`src/design/csc_pkg.sv`:
```
package csc_pkg;

  // Register map (printed offset is not a multiple of four: index, byte address = 4 x index)
  localparam logic [7:0] CSC_CCS_INDEX = 8'hEF;
  localparam logic [9:0] CSC_CCS_ADDR = {CSC_CCS_INDEX, 2'b00};
  localparam logic [7:0] CSC_CIF_INDEX = 8'hE0;
  localparam logic [9:0] CSC_CIF_ADDR = {CSC_CIF_INDEX, 2'b00};

  // converter_control_status fields
  localparam int CSC_ON_BIT = 7;
  localparam int CSC_RDY_BIT = 6;
  localparam int CSC_LOAD_BIT = 5;
  localparam logic [7:0] CSC_CCS_RESET = 8'h00;

  // card interface register fields
  localparam int CSC_VSEL_LSB = 0;
  localparam int CSC_REQ_BIT = 2;
  localparam int CSC_PRES_BIT = 3;
  localparam int CSC_ABORT_BIT = 4;
  localparam logic [1:0] CSC_VSEL_RESET = 2'h0;

  // Voltage codes
  localparam logic [1:0] CSC_V_OFF = 2'h0;
  localparam logic [1:0] CSC_V_1V8 = 2'h1;
  localparam logic [1:0] CSC_V_3V = 2'h2;
  localparam logic [1:0] CSC_V_5V = 2'h3;

  // Timing: clock rate in MHz; start, settle and off times in ns
  localparam int CSC_CLK_MHZ = 200;
  localparam int CSC_START_NS = 20000;
  localparam int CSC_SETTLE_1V8_NS = 20000;
  localparam int CSC_SETTLE_3V_NS = 30000;
  localparam int CSC_SETTLE_5V_NS = 40000;
  localparam int CSC_OFF_NS = 20000;
  localparam int CSC_START_CYC = (CSC_START_NS * CSC_CLK_MHZ + 999) / 1000;
  localparam int CSC_SETTLE_1V8_CYC = (CSC_SETTLE_1V8_NS * CSC_CLK_MHZ + 999) / 1000;
  localparam int CSC_SETTLE_3V_CYC = (CSC_SETTLE_3V_NS * CSC_CLK_MHZ + 999) / 1000;
  localparam int CSC_SETTLE_5V_CYC = (CSC_SETTLE_5V_NS * CSC_CLK_MHZ + 999) / 1000;
  localparam int CSC_OFF_CYC = (CSC_OFF_NS * CSC_CLK_MHZ + 999) / 1000;

  typedef enum logic [2:0] {
    CSC_ST_OFF = 3'b000,
    CSC_ST_START = 3'b001,
    CSC_ST_READY = 3'b010,
    CSC_ST_RAMP = 3'b011,
    CSC_ST_LOADED = 3'b100,
    CSC_ST_DEACT = 3'b101
  } csc_state_t;

  // Analog stage controls
  typedef struct packed {
    logic enable;
    logic [1:0] level;
    logic supply;
  } csc_drive_t;

  // Register bus request
  typedef struct packed {
    logic rd;
    logic wr;
    logic [9:0] addr;
    logic [31:0] wdata;
  } csc_req_t;

endpackage : csc_pkg

```
`src/design/csc_timer.sv`:
```
`timescale 1ns/1ps
module csc_timer
  import csc_pkg::*;
#(
  parameter int WIDTH = 16
) (
  // Clock and reset
  input wire logic mclk,
  input wire logic rst_n,
  // Control
  input wire logic load,
  input wire logic [WIDTH-1:0] count,
  output logic done
);

  logic [WIDTH-1:0] cnt_reg;
  logic run_reg;

  // A reload restarts the wait, so a new request never inherits a half-spent delay
  always_ff @(posedge mclk or negedge rst_n) begin
    if (!rst_n) begin
      cnt_reg <= '0;
      run_reg <= 1'b0;
    end else if (load) begin
      cnt_reg <= count;
      run_reg <= 1'b1;
    end else if (run_reg) begin
      if (cnt_reg <= WIDTH'(1)) begin
        run_reg <= 1'b0;
      end
      cnt_reg <= cnt_reg - WIDTH'(1);
    end
  end

  always_ff @(posedge mclk or negedge rst_n) begin
    if (!rst_n) begin
      done <= 1'b0;
    end else begin
      done <= run_reg && !load && (cnt_reg <= WIDTH'(1));
    end
  end

endmodule : csc_timer

```
`src/design/csc_avalon_slave.sv`:
```
`timescale 1ns/1ps
module csc_avalon_slave
  import csc_pkg::*;
(
  // Clock and reset
  input wire logic mclk,
  input wire logic rst_n,
  // Avalon-MM
  input wire logic [9:0] avs_address,
  input wire logic avs_read,
  input wire logic avs_write,
  input wire logic [31:0] avs_writedata,
  output logic avs_waitrequest,
  // Core side: one-cycle strobe of the taken request
  output csc_req_t req
);

  logic busy_reg;

  // One wait state: the request is taken on the second edge, then released
  always_ff @(posedge mclk or negedge rst_n) begin
    if (!rst_n) begin
      busy_reg <= 1'b0;
    end else begin
      busy_reg <= (avs_read || avs_write) && !busy_reg;
    end
  end

  always_comb begin
    avs_waitrequest = !busy_reg;
    req.rd = avs_read && busy_reg;
    req.wr = avs_write && busy_reg;
    req.addr = avs_address;
    req.wdata = avs_writedata;
  end

endmodule : csc_avalon_slave

```
`src/design/csc_card_supply_ctrl.sv`:
```
// Decided for this implementation: the Avalon-MM slave port.
`timescale 1ns/1ps
module csc_card_supply_ctrl
  import csc_pkg::*;
#(
  parameter int START_CYC = CSC_START_CYC,
  parameter int SETTLE_1V8_CYC = CSC_SETTLE_1V8_CYC,
  parameter int SETTLE_3V_CYC = CSC_SETTLE_3V_CYC,
  parameter int SETTLE_5V_CYC = CSC_SETTLE_5V_CYC,
  parameter int OFF_CYC = CSC_OFF_CYC
) (
  // Clock and reset
  input wire logic mclk,
  input wire logic rst_n,
  // Avalon-MM slave
  input wire logic [9:0] avs_address,
  input wire logic avs_read,
  input wire logic avs_write,
  input wire logic [31:0] avs_writedata,
  output logic [31:0] avs_readdata,
  output logic avs_waitrequest,
  // Card side
  input wire logic card_presence_input,
  output logic converter_enable,
  output logic [1:0] converter_level,
  output logic card_supply_output
);

  localparam int TW = 16;

  csc_req_t req;
  csc_state_t state_reg;
  csc_state_t state_next;
  logic converter_on_reg;
  logic card_supply_request_reg;
  logic [1:0] card_voltage_select_reg;
  logic [1:0] applied_level_reg;
  logic lockout_reg;
  logic abort_seen_reg;
  logic [31:0] rdata_reg;
  logic wait_reg;
  csc_drive_t drive_reg;
  logic tmr_load;
  logic [TW-1:0] tmr_count;
  logic tmr_done;
  logic wr_ccs;
  logic wr_cif;
  logic pres_lost;

  function automatic logic [TW-1:0] settle_cycles(input logic [1:0] vsel);
    logic [TW-1:0] c;
    c = TW'(SETTLE_1V8_CYC);
    unique case (vsel)
      CSC_V_3V: c = TW'(SETTLE_3V_CYC);
      CSC_V_5V: c = TW'(SETTLE_5V_CYC);
      default: c = TW'(SETTLE_1V8_CYC);
    endcase
    return c;
  endfunction : settle_cycles

  csc_avalon_slave u_slave (
    .mclk(mclk),
    .rst_n(rst_n),
    .avs_address(avs_address),
    .avs_read(avs_read),
    .avs_write(avs_write),
    .avs_writedata(avs_writedata),
    .avs_waitrequest(),
    .req(req)
  );

  csc_timer #(
    .WIDTH(TW)
  ) u_timer (
    .mclk(mclk),
    .rst_n(rst_n),
    .load(tmr_load),
    .count(tmr_count),
    .done(tmr_done)
  );

  assign wr_ccs = req.wr && (req.addr == CSC_CCS_ADDR);
  assign wr_cif = req.wr && (req.addr == CSC_CIF_ADDR);
  assign pres_lost = !card_presence_input && (state_reg != CSC_ST_OFF)
    && (state_reg != CSC_ST_DEACT);

  // Software control bits
  always_ff @(posedge mclk or negedge rst_n) begin
    if (!rst_n) begin
      converter_on_reg <= CSC_CCS_RESET[CSC_ON_BIT];
      card_voltage_select_reg <= CSC_VSEL_RESET;
      card_supply_request_reg <= 1'b0;
    end else begin
      if (pres_lost) begin
        converter_on_reg <= 1'b0;
      end else if (wr_ccs) begin
        converter_on_reg <= req.wdata[CSC_ON_BIT];
      end
      if (wr_cif) begin
        card_voltage_select_reg <= req.wdata[CSC_VSEL_LSB +: 2];
      end
      // Request refused while locked out or without presence
      if (pres_lost || state_reg == CSC_ST_DEACT) begin
        card_supply_request_reg <= 1'b0;
      end else if (wr_cif) begin
        card_supply_request_reg <= req.wdata[CSC_REQ_BIT]
          && !lockout_reg && card_presence_input;
      end
    end
  end

  // Lockout after a presence-loss power-off
  always_ff @(posedge mclk or negedge rst_n) begin
    if (!rst_n) begin
      lockout_reg <= 1'b0;
    end else if (pres_lost) begin
      lockout_reg <= 1'b1;
    end else if (card_presence_input) begin
      lockout_reg <= 1'b0;
    end
  end

  // Sticky record of an automatic abort; set wins over clear-on-write
  always_ff @(posedge mclk or negedge rst_n) begin
    if (!rst_n) begin
      abort_seen_reg <= 1'b0;
    end else if (pres_lost) begin
      abort_seen_reg <= 1'b1;
    end else if (wr_cif && req.wdata[CSC_ABORT_BIT]) begin
      abort_seen_reg <= 1'b0;
    end
  end

  // Converter sequence
  always_comb begin
    state_next = state_reg;
    tmr_load = 1'b0;
    tmr_count = TW'(START_CYC);
    unique case (state_reg)
      CSC_ST_OFF: begin
        if (converter_on_reg && card_presence_input) begin
          state_next = CSC_ST_START;
          tmr_load = 1'b1;
        end
      end
      CSC_ST_START: begin
        if (!converter_on_reg) begin
          state_next = CSC_ST_DEACT;
          tmr_load = 1'b1;
          tmr_count = TW'(OFF_CYC);
        end else if (tmr_done) begin
          state_next = CSC_ST_READY;
        end
      end
      CSC_ST_READY: begin
        if (!converter_on_reg) begin
          state_next = CSC_ST_DEACT;
          tmr_load = 1'b1;
          tmr_count = TW'(OFF_CYC);
        end else if (card_supply_request_reg) begin
          state_next = CSC_ST_RAMP;
          tmr_load = 1'b1;
          tmr_count = settle_cycles(card_voltage_select_reg);
        end
      end
      CSC_ST_RAMP, CSC_ST_LOADED: begin
        if (!converter_on_reg) begin
          state_next = CSC_ST_DEACT;
          tmr_load = 1'b1;
          tmr_count = TW'(OFF_CYC);
        end else if (!card_supply_request_reg) begin
          state_next = CSC_ST_READY;
        end else if (card_voltage_select_reg != applied_level_reg) begin
          // Level change restarts the settle wait
          state_next = CSC_ST_RAMP;
          tmr_load = 1'b1;
          tmr_count = settle_cycles(card_voltage_select_reg);
        end else if (state_reg == CSC_ST_RAMP && tmr_done) begin
          state_next = CSC_ST_LOADED;
        end
      end
      CSC_ST_DEACT: begin
        if (tmr_done) begin
          state_next = CSC_ST_OFF;
        end
      end
      default: state_next = CSC_ST_OFF;
    endcase
  end

  always_ff @(posedge mclk or negedge rst_n) begin
    if (!rst_n) begin
      state_reg <= CSC_ST_OFF;
    end else begin
      state_reg <= state_next;
    end
  end

  always_ff @(posedge mclk or negedge rst_n) begin
    if (!rst_n) begin
      applied_level_reg <= CSC_V_OFF;
    end else if (tmr_load && state_next == CSC_ST_RAMP) begin
      applied_level_reg <= card_voltage_select_reg;
    end
  end

  // Analog drive, registered so outputs come straight from flops
  always_ff @(posedge mclk or negedge rst_n) begin
    if (!rst_n) begin
      drive_reg <= '0;
    end else begin
      drive_reg.enable <= (state_next != CSC_ST_OFF) && (state_next != CSC_ST_DEACT);
      // Take the new code in the same edge the supply switch closes, so no cycle shows level 0
      drive_reg.level <= (tmr_load && state_next == CSC_ST_RAMP)
        ? card_voltage_select_reg : applied_level_reg;
      // Presence gates the supply directly, not only through the sequencer
      drive_reg.supply <= card_presence_input && !pres_lost
        && (state_next == CSC_ST_RAMP || state_next == CSC_ST_LOADED);
    end
  end

  assign converter_enable = drive_reg.enable;
  assign converter_level = drive_reg.level;
  assign card_supply_output = drive_reg.supply;

  // Read path and waitrequest; RDY and LOAD come only from state, writes cannot touch them
  always_ff @(posedge mclk or negedge rst_n) begin
    if (!rst_n) begin
      rdata_reg <= '0;
      wait_reg <= 1'b1;
    end else begin
      wait_reg <= !((avs_read || avs_write) && wait_reg);
      if ((avs_read || avs_write) && wait_reg) begin
        rdata_reg <= '0;
        if (avs_address == CSC_CCS_ADDR) begin
          rdata_reg[CSC_ON_BIT] <= converter_on_reg;
          rdata_reg[CSC_RDY_BIT] <= (state_reg == CSC_ST_READY)
            || (state_reg == CSC_ST_RAMP) || (state_reg == CSC_ST_LOADED);
          rdata_reg[CSC_LOAD_BIT] <= (state_reg == CSC_ST_LOADED);
        end else if (avs_address == CSC_CIF_ADDR) begin
          rdata_reg[CSC_VSEL_LSB +: 2] <= card_voltage_select_reg;
          rdata_reg[CSC_REQ_BIT] <= card_supply_request_reg;
          rdata_reg[CSC_PRES_BIT] <= card_presence_input;
          rdata_reg[CSC_ABORT_BIT] <= abort_seen_reg;
        end
      end
    end
  end

  assign avs_readdata = rdata_reg;
  assign avs_waitrequest = wait_reg;

endmodule : csc_card_supply_ctrl

```
`config.mk`:
```
export PLATFORM = sky130hd
export DESIGN_NAME = csc_card_supply_ctrl
export DESIGN_NICKNAME = d
export VERILOG_FILES = /design/src/design/csc_pkg.sv /design/src/design/csc_timer.sv /design/src/design/csc_avalon_slave.sv /design/src/design/csc_card_supply_ctrl.sv
export SDC_FILE = /design/constraint.sdc
export NUM_CORES = 1
export LEC_CHECK = 0
export BUFFER_PORTS_ARGS = -buffer_cell sky130_fd_sc_hd__clkbuf_2
export CAP_MARGIN = 25
export CORE_AREA = 2 2 96 52
export CTS_BUF_LIST = sky130_fd_sc_hd__clkbuf_4 sky130_fd_sc_hd__clkbuf_8
export CTS_CLUSTER_DIAMETER = 80
export DETAILED_ROUTE_END_ITERATION = 10
export DIE_AREA = 0 0 98 54
export GPL_TIMING_DRIVEN = 0
export PLACE_DENSITY = 0.89
export SLEW_MARGIN = 5
export SYNTH_ARGS = -nofsm -noshare
export SYNTH_HDL_FRONTEND = slang
export SYNTH_SLANG_ARGS = --single-unit
```
`constraint.sdc`:
```
create_clock -name mclk -period 5.27 [get_ports mclk]
set_input_delay 1.581 -clock mclk [delete_from_list [all_inputs] [get_ports mclk]]
set_output_delay 1.581 -clock mclk [all_outputs]
set_load 0.005 [all_outputs]
```
==> results of run 1 <==
[power breakdown]
group	internal (W)	leakage [nW]	switching, W
Sequential	0.000317	0.515	0.00000132
Combinational	0.0000206	0.795	0.0000232
Clock	0.000112	0.0479	0.000109
[kinds of logic after synthesis]
| kind of cell | share of synthesized area (%) |
|---|---|
| AOI/OAI and AO/OA | 14.23 |
| xor gates and xnor gates | 7.491 |
| adders and majority gates | 1.070 |
| buffers and inverters | 11.77 |
| DFF | 43.93 |
| muxes | 2.354 |
| other | 0.1604 |
| and+or+nand+nor | 18.99 |
[worst paths after layout]
check                              startpoint                          to  slack (ns)  depth (start not counted)
min in group asynchronous               rst_n             avs_readdata[3]        1.17                          1
min                          u_slave.busy_reg            u_slave.busy_reg        0.42                          1
min reg2reg                  u_slave.busy_reg            u_slave.busy_reg        0.42                          1
max reg2reg                converter_level[1]          u_timer.cnt_reg[4]        3.14                          6
max                            avs_address[1]  card_voltage_select_reg[1]        2.44                          5
max in group asynchronous               rst_n             avs_waitrequest        3.58                          2
[worst max-delay path: cells and delay by family]
kind / cells / cell delay [ns]
buffers and inverters: 1 / 0.08
multiplexers: 1 / 0.39
AND/OR/NAND/NOR: 3 / 0.97
[placed cells by master, fill, tap and decap left out, types with 3 or more instances in the layout]
master and count:
o21ai_0 5, a21oi_1 3, conb_1 24, a211oi_1 4, nor4_1 6, buf_2 3
xor2_1 12, clkbuf_8 6, a21o_1 3, nor2_1 23, buf_6 3, clkbuf_2 33
mux2_2 4, nand2b_1 4, inv_1 5, xnor2_1 8, nor3_1 4, nand2_1 19
a22o_1 8, buf_4 26, dfrtp_1 40
[per-stage QoR]
step	worst slack (ns)	instances
after floorplan	2.476	254
after CTS	2.490	354
after global placement	2.193	346
after global routing	2.265	355
after detailed placement	2.178	346
final	2.438	355
[area by class of cell]
| class | count | area [um2] | share of cell area (%) |
|---|---|---|---|
| tap | 60 | 75.07 | 2.703 |
| multi-input combinational | 173 | 1122 | 40.41 |
| clock inverter | 1 | 7.507 | 0.2703 |
| clock buffer | 7 | 90.09 | 3.243 |
| sequential | 41 | 1027 | 36.98 |
| inverter | 6 | 22.52 | 0.8108 |
| buffer | 34 | 252.7 | 9.099 |
| timing repair buffer | 33 | 180.2 | 6.487 |
[metal layers]
metal / global-route usage, % / vias to the layer above
met5: 0 / -
met4: 5.556 / 0
met3: 4.286 / 5
met2: 26.83 / 60
met1: 32.49 / 882
li1: - / 889
==> flow_summary_export.csv, run 1 <==
group,metric,value,unit
sta,hold_violations,0,
layout,layout-drive-gt1-share,30.85,%
floorplanning,core,4572,um2
grt,grt_pass1_vias,1555,
critical_path,path_class,"input pin to flop",
sta,finalSetupViolations,0,
clock_network,cts_made_buffers,5,
synthesis,synthArstFlopShare,100.0,%
routing,wl_met1,2668,um
routing,drc,0,
layout,largest_reg_flops,16,
grt,grt_pass1_wl,8059,um
placement,hpwl,3852,um
grt,grt_max_degree,42,
synthesis,ys_seq_area_share,43.93,%
flow_run,maxCapViolCount,0,
synthesis,synth_edf_count,0,
routing,top_layer,"met4",
routing,routed-wl-met3,317,um
sta,clock.fmax,353.1,MHz
critical_path,critical-path-slowest-cell,"nor2_1",
synthesis,netlist_instances,231,
power,peakVddDrop,0.1609,mV
layout,fillCellCount,378,
synthesis,synth_common_cells,"dfrtp_1, buf_4, nor2_1, nand2_1, xor2_1",
floorplanning,die_h,54,um
routing,routed_wl,5078,um
synthesis,synth_top_area_share,42.80,%
critical_path,cp-end-kind,"flop",
layout,postLayoutCoreUtil,60.76,%
routing,vias,1836,
floorplanning,fp-row-count,18,
synthesis,avgSynthCellArea,10.12,um2
power,p_leak,1.358,nW
synthesis,yosysUniqueCellTypes,58,
synthesis,syn-cell-area,2338,um2
sta,worst_hold_slack,0.4249,ns
clock_network,cts_tree,"done",
layout,num-nets-final,343,
synthesis,ys_warn_count,0,
floorplanning,ios,84,
clock_network,cts_hold_buffers,0,
synthesis,synth_top_cell_by_area,"dfrtp_1",
clock_network,cts.clk_slew.worst_paths,0.08,ns
synthesis,ys_ff_latch,41,
floorplanning,dieArea,5292,um2
clock_network,clk_latency,0.30,ns
critical_path,cp-start-kind,"input pin",
critical_path,cp.required,5.46,ns
clock_network,cts-root-buf,"clkbuf_8",
sta,rsz0062_at_grt,"no",
routing,viasPerCell,5.172,
clock_network,cts_buffer_depth,2,
synthesis,synthFlopType,"dfrtp_1",
sta,relSlewSlack,58.14,%
sta,final.setup.tns,0,ns
sta,period_share,53.74,%
routing,drt-pass1-iter-count,5,
power,p_per_area,209.9,nW/um2
clock_network,cts_resized,0,
floorplanning,die_w,98,um
placement,portBuffers,32,
placement,place_area,2660,um2
routing,drtIter0Drc,146,
grt,grt_util_all_layers,20.26,%
grt,grt_overflow,0,
clock_network,post_cts_buffers,0,
sta,period_minus_slack,2.832,ns
power,p_total,0.0005830,W
synthesis,yosys-top-cells-area,"dfrtp_1, buf_4, xor2_1",
critical_path,critPathMaxFanout,4,
layout,fin_area,2778,um2
sta,slew_violations,0,
sta,worst_pin_slew,0.6213,ns
critical_path,critPathMaxStageDelay,0.40,ns
clock_network,clock_sinks,41,
critical_path,crit_chain,"clkbuf_2, nor4b_1, nand4_1, nor2_1, mux2_2",
clock_network,htreeDepth,2,
floorplanning,start_util,51.15,%
hold_path,hold_class,"flop to flop",
routing,antenna_left,0,
layout,n_antenna_cell,0,
outcome,outcome,"finished clean",
synthesis,synth.most_common_cell,"dfrtp_1",
layout,area_growth,18.78,%
grt,antenna_found_initial,0,
sta,worst_clock_skew,0.006602,ns
routing,met2_length,2058,um
critical_path,crit_arrival,3.02,ns
routing,wl_per_cell,14.30,um
placement,place_congestion,0.8089,
Note: power is estimated with default switching activity, not from simulation.
==> run 2, diff against run 1 <==
--- a/config.mk
+++ b/config.mk
@@ -5,15 +5,16 @@
 export SDC_FILE = /design/constraint.sdc
 export NUM_CORES = 1
 export LEC_CHECK = 0
+export ABC_AREA = 1
 export BUFFER_PORTS_ARGS = -buffer_cell sky130_fd_sc_hd__clkbuf_2
 export CAP_MARGIN = 25
-export CORE_AREA = 2 2 96 52
+export CORE_AREA = 2 2 102 55
 export CTS_BUF_LIST = sky130_fd_sc_hd__clkbuf_4 sky130_fd_sc_hd__clkbuf_8
 export CTS_CLUSTER_DIAMETER = 80
 export DETAILED_ROUTE_END_ITERATION = 10
-export DIE_AREA = 0 0 98 54
+export DIE_AREA = 0 0 104 57
 export GPL_TIMING_DRIVEN = 0
-export PLACE_DENSITY = 0.89
+export PLACE_DENSITY = 0.85
 export SLEW_MARGIN = 5
 export SYNTH_ARGS = -nofsm -noshare
 export SYNTH_HDL_FRONTEND = slang
==> constraint.sdc (replaced) <==
create_clock -name mclk -period 2.89 [get_ports mclk]
set_input_delay 0.867 -clock mclk [delete_from_list [all_inputs] [get_ports mclk]]
set_output_delay 0.867 -clock mclk [all_outputs]
set_load 0.005 [all_outputs]
==> run 2 against run 1 <==
  * Die area up 12%
  * Synthesized area up 7.2%
  * Worst hold slack better by 0.0075 ns
  * Wire length up 14%
==> flow_summary_export.csv, run 2 <==
group,metric,value,unit
outcome,outcome,"finished clean",
placement,place_congestion,0.9204,
routing,wl_per_cell,12.18,um
layout,postLayoutCoreUtil,57.55,%
grt,grt_pass1_vias,1968,
clock_network,post_cts_buffers,0,
layout,final_cell_mix,"nand2_1, dfrtp_1, nor2_1",
grt,grt_util_all_layers,21.07,%
sta,clock.fmax,497.3,MHz
synthesis,ys_ff_latch,41,
sta,worst_clock_skew,0.01011,ns
sta,hold_violations,0,
clock_network,clk_latency,0.29,ns
floorplanning,ios,84,
clock_network,cts_resized,0,
power,peakVddDrop,0.3509,mV
floorplanning,core,5135,um2
clock_network,cts.clk_slew.worst_paths,0.08,ns
routing,routed_wl,5798,um
synthesis,synthArstFlopShare,100.0,%
floorplanning,fp-row-count,19,
sta,finalSetupViolations,0,
routing,viasPerCell,4.798,
grt,antenna_found_initial,0,
synthesis,synth_edf_count,0,
routing,vias,2284,
grt,grt_overflow,0,
grt,grt_max_degree,42,
placement,hpwl,4541,um
layout,n_antenna_cell,0,
clock_network,cts_hold_buffers,0,
synthesis,synth_common_cells,"nand2_1, dfrtp_1, nor2_1, inv_1, buf_4",
synthesis,ys_seq_area_share,40.97,%
critical_path,path_class,"input pin to flop",
routing,drt-pass1-iter-count,5,
synthesis,yosysUniqueCellTypes,34,
hold_path,hold_class,"flop to flop",
critical_path,r2r-end,"u_timer.cnt_reg[4]",
clock_network,htreeDepth,2,
sta,period_share,69.58,%
layout,largest_reg_flops,16,
clock_network,cts_buffer_depth,2,
power,p_per_area,680.9,nW/um2
synthesis,synthFlopType,"dfrtp_1",
layout,layout-drive-gt1-share,21.09,%
synthesis,yosys-top-cells-area,"dfrtp_1, nand2_1, buf_4",
synthesis,synth_top_cell_by_area,"dfrtp_1",
floorplanning,dieArea,5928,um2
critical_path,critPathMaxStageDelay,0.61,ns
grt,grt_pass1_wl,9777,um
hold_path,hold_path_end,"u_slave.busy_reg",
floorplanning,die_h,57,um
layout,fillCellCount,476,
placement,place_area,2845,um2
critical_path,cp-start-kind,"input pin",
synthesis,synth.most_common_cell,"nand2_1",
critical_path,critPathMaxFanout,10,
layout,fin_area,2955,um2
sta,final.setup.tns,0,ns
sta,relSlewSlack,49.19,%
routing,drc,0,
critical_path,critical-path-slowest-cell,"o21ai_0",
layout,multi_input_area,1240,um2
sta,slew_violations,0,
power,p_leak,1.618,nW
critical_path,r2r_start,"state_reg[1]",
sta,worst_pin_slew,0.7542,ns
layout,area_growth,17.86,%
placement,dp.cells,468,
clock_network,cts-root-buf,"clkbuf_8",
critical_path,crit_chain,"clkbuf_2, o21ai_0, clkbuf_1, nand2_1, o31ai_1",
critical_path,cp.required,3.08,ns
floorplanning,die_w,104,um
clock_network,cts_made_buffers,5,
layout,seqCellArea,1027,um2
critical_path,cp-end-kind,"flop",
clock_network,cts_tree,"done",
synthesis,netlist_instances,340,
critical_path,cp_num_buf_inv,2,
synthesis,avgSynthCellArea,7.375,um2
layout,num-nets-final,452,
clock_network,clock_sinks,41,
synthesis,ys_warn_count,0,
sta,rsz0062_at_grt,"no",
hold_path,min_path_cells,1,
synthesis,synth_top_area_share,39.92,%
routing,antenna_left,0,
critical_path,r2r_cells,10,
flow_run,maxCapViolCount,0,
critical_path,crit_family,"compound AO/OA/AOI/OAI gates",
critical_path,r2r_setup_slack,1.12,ns
critical_path,crit_arrival,2.20,ns
routing,drtIter0Drc,194,
layout,final_common_cell,"nand2_1",
hold_path,hold_start,"u_slave.busy_reg",
synthesis,syn-cell-area,2507,um2
sta,period_minus_slack,2.011,ns
floorplanning,start_util,48.83,%
layout,stdcell_count,476,
placement,portBuffers,32,
## run 2: power by group
part           internal, W  switching (W)
Combinational     0.000300       0.000513
Sequential        0.000686       0.000127
Clock             0.000199       0.000189
Total              0.00118       0.000828
## run 2: final cells by class
cell class              instances  area share [%]
multi-input cells             261           41.96
flip-flops and latches         41           34.76
plain buffers                  27           6.732
repair buffers                 33           6.097
inverters                      34           4.318
well taps                      73           3.091
clock buffers                   7           3.048
## run 2: worst max-delay path by stage
stage / start / to / cells after the start
finish: avs_write / avs_readdata[1] / 5
global route: avs_write / avs_readdata[0] / 5
CTS: avs_write / avs_readdata[2] / 5
detailed placement: avs_write / avs_readdata[1] / 5
global placement: avs_write / avs_readdata[0] / 5
floorplan: avs_address[6] / card_supply_request_reg / 7
## run 2: metrics by stage
stage	worst slack [ns]	hold slack, ns	power (W)
global route	0.7392	0.4732	0.002173
global placement	0.6612	0.4117	0.001577
finish	0.8792	0.4324	0.002012
floorplan	1.106	0.4027	0.001390
CTS	0.9442	0.4341	0.002008
detailed placement	0.6333	0.4238	0.001614
## run 2: logic make-up (layout without fill, tap and decap cells)
logic type      after synthesis  after routing  share of synthesized area (%)
simple gates                195            195                          35.08
buf+inv                      61            101                          13.02
flops                        41             41                          40.97
compound gates               36             36                          8.383
xor+xnor                      4              4                          1.397
fa+ha+maj                     2              2                         0.9978
other cells                   1             24                         0.1496
## run 2: worst reg2reg max path: stages, from the launching register on
cell and delay (ns):
dfrtp_1 0.47, nor2_2 0.25, nand2_2 0.13, nand2_1 0.16
nand2_1 0.10, nor2_1 0.20, nor2_4 0.10, nand2_1 0.07
nand2_1 0.06, nand2_1 0.09, inv_1 0.05
## run 2: layer usage
layer | global-route usage (%) | wire (um) | vias to the layer above
met4 | 4.054 | 38 | 0
met3 | 4.571 | 621 | 7
met5 | 0 | 0 | -
li1 | - | - | 1153
met1 | 35.38 | 2929 | 1023
met2 | 27.07 | 2209 | 101
==> run 3, diff against run 2 <==
--- a/config.mk
+++ b/config.mk
@@ -8,13 +8,13 @@
 export ABC_AREA = 1
 export BUFFER_PORTS_ARGS = -buffer_cell sky130_fd_sc_hd__clkbuf_2
 export CAP_MARGIN = 25
-export CORE_AREA = 2 2 102 55
+export CORE_AREA = 2 2 107 57
 export CTS_BUF_LIST = sky130_fd_sc_hd__clkbuf_4 sky130_fd_sc_hd__clkbuf_8
 export CTS_CLUSTER_DIAMETER = 80
 export DETAILED_ROUTE_END_ITERATION = 10
-export DIE_AREA = 0 0 104 57
+export DIE_AREA = 0 0 109 59
 export GPL_TIMING_DRIVEN = 0
-export PLACE_DENSITY = 0.85
+export PLACE_DENSITY = 0.82
 export SLEW_MARGIN = 5
 export SYNTH_ARGS = -nofsm -noshare
 export SYNTH_HDL_FRONTEND = slang
==> constraint.sdc (replaced) <==
create_clock -name mclk -period 1.8 [get_ports mclk]
set_input_delay 0.54 -clock mclk [delete_from_list [all_inputs] [get_ports mclk]]
set_output_delay 0.54 -clock mclk [all_outputs]
set_load 0.005 [all_outputs]
==> run 3 against run 2 <==
  * Global-route usage is 4.3 points lower
  * Via count is 1.5% lower
  * Sequential cell count stayed put
  * Non-clock buffer count stayed put
  * Largest power group unchanged
==> flow_summary_export.csv, run 3 (synthesis results as in run 2) <==
group,metric,value,unit
power,p_seq_share,38.8,%
power,p_per_area,1105,nW/um2
placement,place_area,2845,um2
floorplanning,dieArea,6431,um2
clock_network,post_cts_buffers,0,
layout,fillCellCount,480,
placement,detailedPlace.worstSlack,-0.01549,ns
sta,worst_clock_skew,0.007753,ns
sta,finalSetupViolations,0,
floorplanning,start_util,46.46,%
grt,antenna_found_initial,0,
routing,routed_wl,5205,um
floorplanning,die_h,59,um
floorplanning,die_w,109,um
clock_network,cts.clk_slew.worst_paths,0.09,ns
critical_path,path_class,"flop to flop",
layout,final_common_cell,"nand2_1",
clock_network,cts_made_buffers,5,
critical_path,cp-start-kind,"flop",
critical_path,cp.required,1.98,ns
sta,period_minus_slack,1.656,ns
grt,grt_pass1_vias,1980,
power,netSwitchingPower,0.001310,W
layout,final_cell_mix,"nand2_1, dfrtp_1, nor2_1",
power,clkPwrFrac,22.9,%
layout,area_growth,19.46,%
layout,seqCellArea,1027,um2
placement,dp.cells,468,
routing,drtIter0Drc,131,
sta,slew_violations,0,
layout,n_antenna_cell,0,
clock_network,cts_resized,0,
placement,place_congestion,0.9323,
layout,multi_input_area,1247,um2
floorplanning,fp-row-count,19,
clock_network,cts_tree,"done",
clock_network,clock_sinks,41,
floorplanning,core,5396,um2
grt,grt_util_all_layers,16.77,%
routing,viasPerCell,4.717,
critical_path,critPathMaxFanout,7,
placement,hpwl,3905,um
routing,drc,0,
layout,postLayoutCoreUtil,55.51,%
power,peakVddDrop,0.4600,mV
grt,grt_pass1_wl,8493,um
routing,antenna_left,0,
grt,grt_max_degree,42,
sta,hold_violations,0,
clock_network,clk_latency,0.30,ns
hold_path,hold_class,"input pin to asynchronous set/reset pin",
layout,stdcell_count,477,
grt,grt_overflow,0,
sta,period_share,92.01,%
clock_network,cts_hold_buffers,0,
layout,largest_reg_flops,16,
outcome,outcome,"finished clean",
clock_network,cts-root-buf,"clkbuf_8",
floorplanning,ios,84,
clock_network,cts_buffer_depth,2,
layout,layout-drive-gt1-share,21.53,%
sta,clock.fmax,603.8,MHz
power,p_leak,1.628,nW
sta,relSlewSlack,59.97,%
power,intPower,0.001999,W
critical_path,r2r_cells,8,
routing,vias,2250,
sta,rsz0062_at_grt,"no",
sta,worst_pin_slew,0.5941,ns
sta,setup_slack,0.1437,ns
flow_run,maxCapViolCount,0,
clock_network,htreeDepth,2,
power,p_comb_share,38.2,%
critical_path,cp-end-kind,"flop",
routing,wl_per_cell,10.91,um
power,switching_share,39.59,%
layout,num-nets-final,452,
critical_path,crit_arrival,1.83,ns
placement,portBuffers,32,
layout,fin_area,2995,um2
routing,drt-pass1-iter-count,4,
run 3: cell count changes in the layout (fill, tap and decap cells not counted), sizes merged:
| cell | previous run | this run |
|---|---|---|
| bufinv | 0 | 1 |
| clkbuf | 41 | 39 |
| clkinv | 0 | 1 |
| clkinvlp | 0 | 1 |
run 3: worst max-delay path, cell delays in order, from the launching register on:
cell     delay (ns)
dfrtp_1        0.49
nor2_4         0.18
nand2_2        0.10
nand2_1        0.13
nand2_1        0.09
nor2_1         0.14
nand2_1        0.15
o21ai_1        0.17
nand3_1        0.10
run 3: per-stage QoR:
step                power, W  hold slack, ns  setup TNS, ns
floorplan           0.002232          0.2444              0
global placement    0.002494          0.4108              0
detailed placement  0.002537          0.4163       -0.01549
CTS                 0.003297          0.4293              0
global route        0.003558          0.2532              0
finish              0.003309          0.2221              0
run 3: layout make-up:
| type | count | area share [%] |
|---|---|---|
| Buffer | 27 | 6.642 |
| Clock buffer | 5 | 2.297 |
| Inverter | 34 | 4.261 |
| Multi-Input combinational cell | 261 | 41.65 |
| Clock inverter | 3 | 1.546 |
| Tap cell | 73 | 3.049 |
| Timing Repair Buffer | 33 | 6.266 |
| Sequential cell | 41 | 34.29 |
run 3: per-layer routing:
layer	up-vias	global-route usage [%]	wire [um]	share of wire (%)
met1	1018	20.57	2315	44
met5	-	0	0	0
li1	1155	-	-	-
met3	4	3.297	375	7.2
met4	0	3.846	27	0.52
met2	73	30.97	2486	48
run 3: final timing paths:
check | endpoint | slack [ns] | from
setup / recovery | u_timer.cnt_reg[5] | 0.14 | state_reg[1]
min in group mclk | u_slave.busy_reg | 0.43 | u_slave.busy_reg
hold reg to reg | u_slave.busy_reg | 0.43 | u_slave.busy_reg
hold / removal | converter_on_reg | 0.22 | rst_n
setup reg to reg | u_timer.cnt_reg[5] | 0.14 | state_reg[1]
max in group asynchronous | u_timer.cnt_reg[0] | 1.08 | rst_n
run 3: power groups by stage:
stage          combinational [W]  clock (W)  sequential [W]
2_1_floorplan           0.000976          0         0.00126
3_3_place_gp             0.00121          0         0.00129
3_5_place_dp             0.00124          0         0.00129
4_1_cts                  0.00126   0.000761         0.00128
5_1_grt                  0.00143   0.000816         0.00131
6_report                 0.00126   0.000759         0.00129
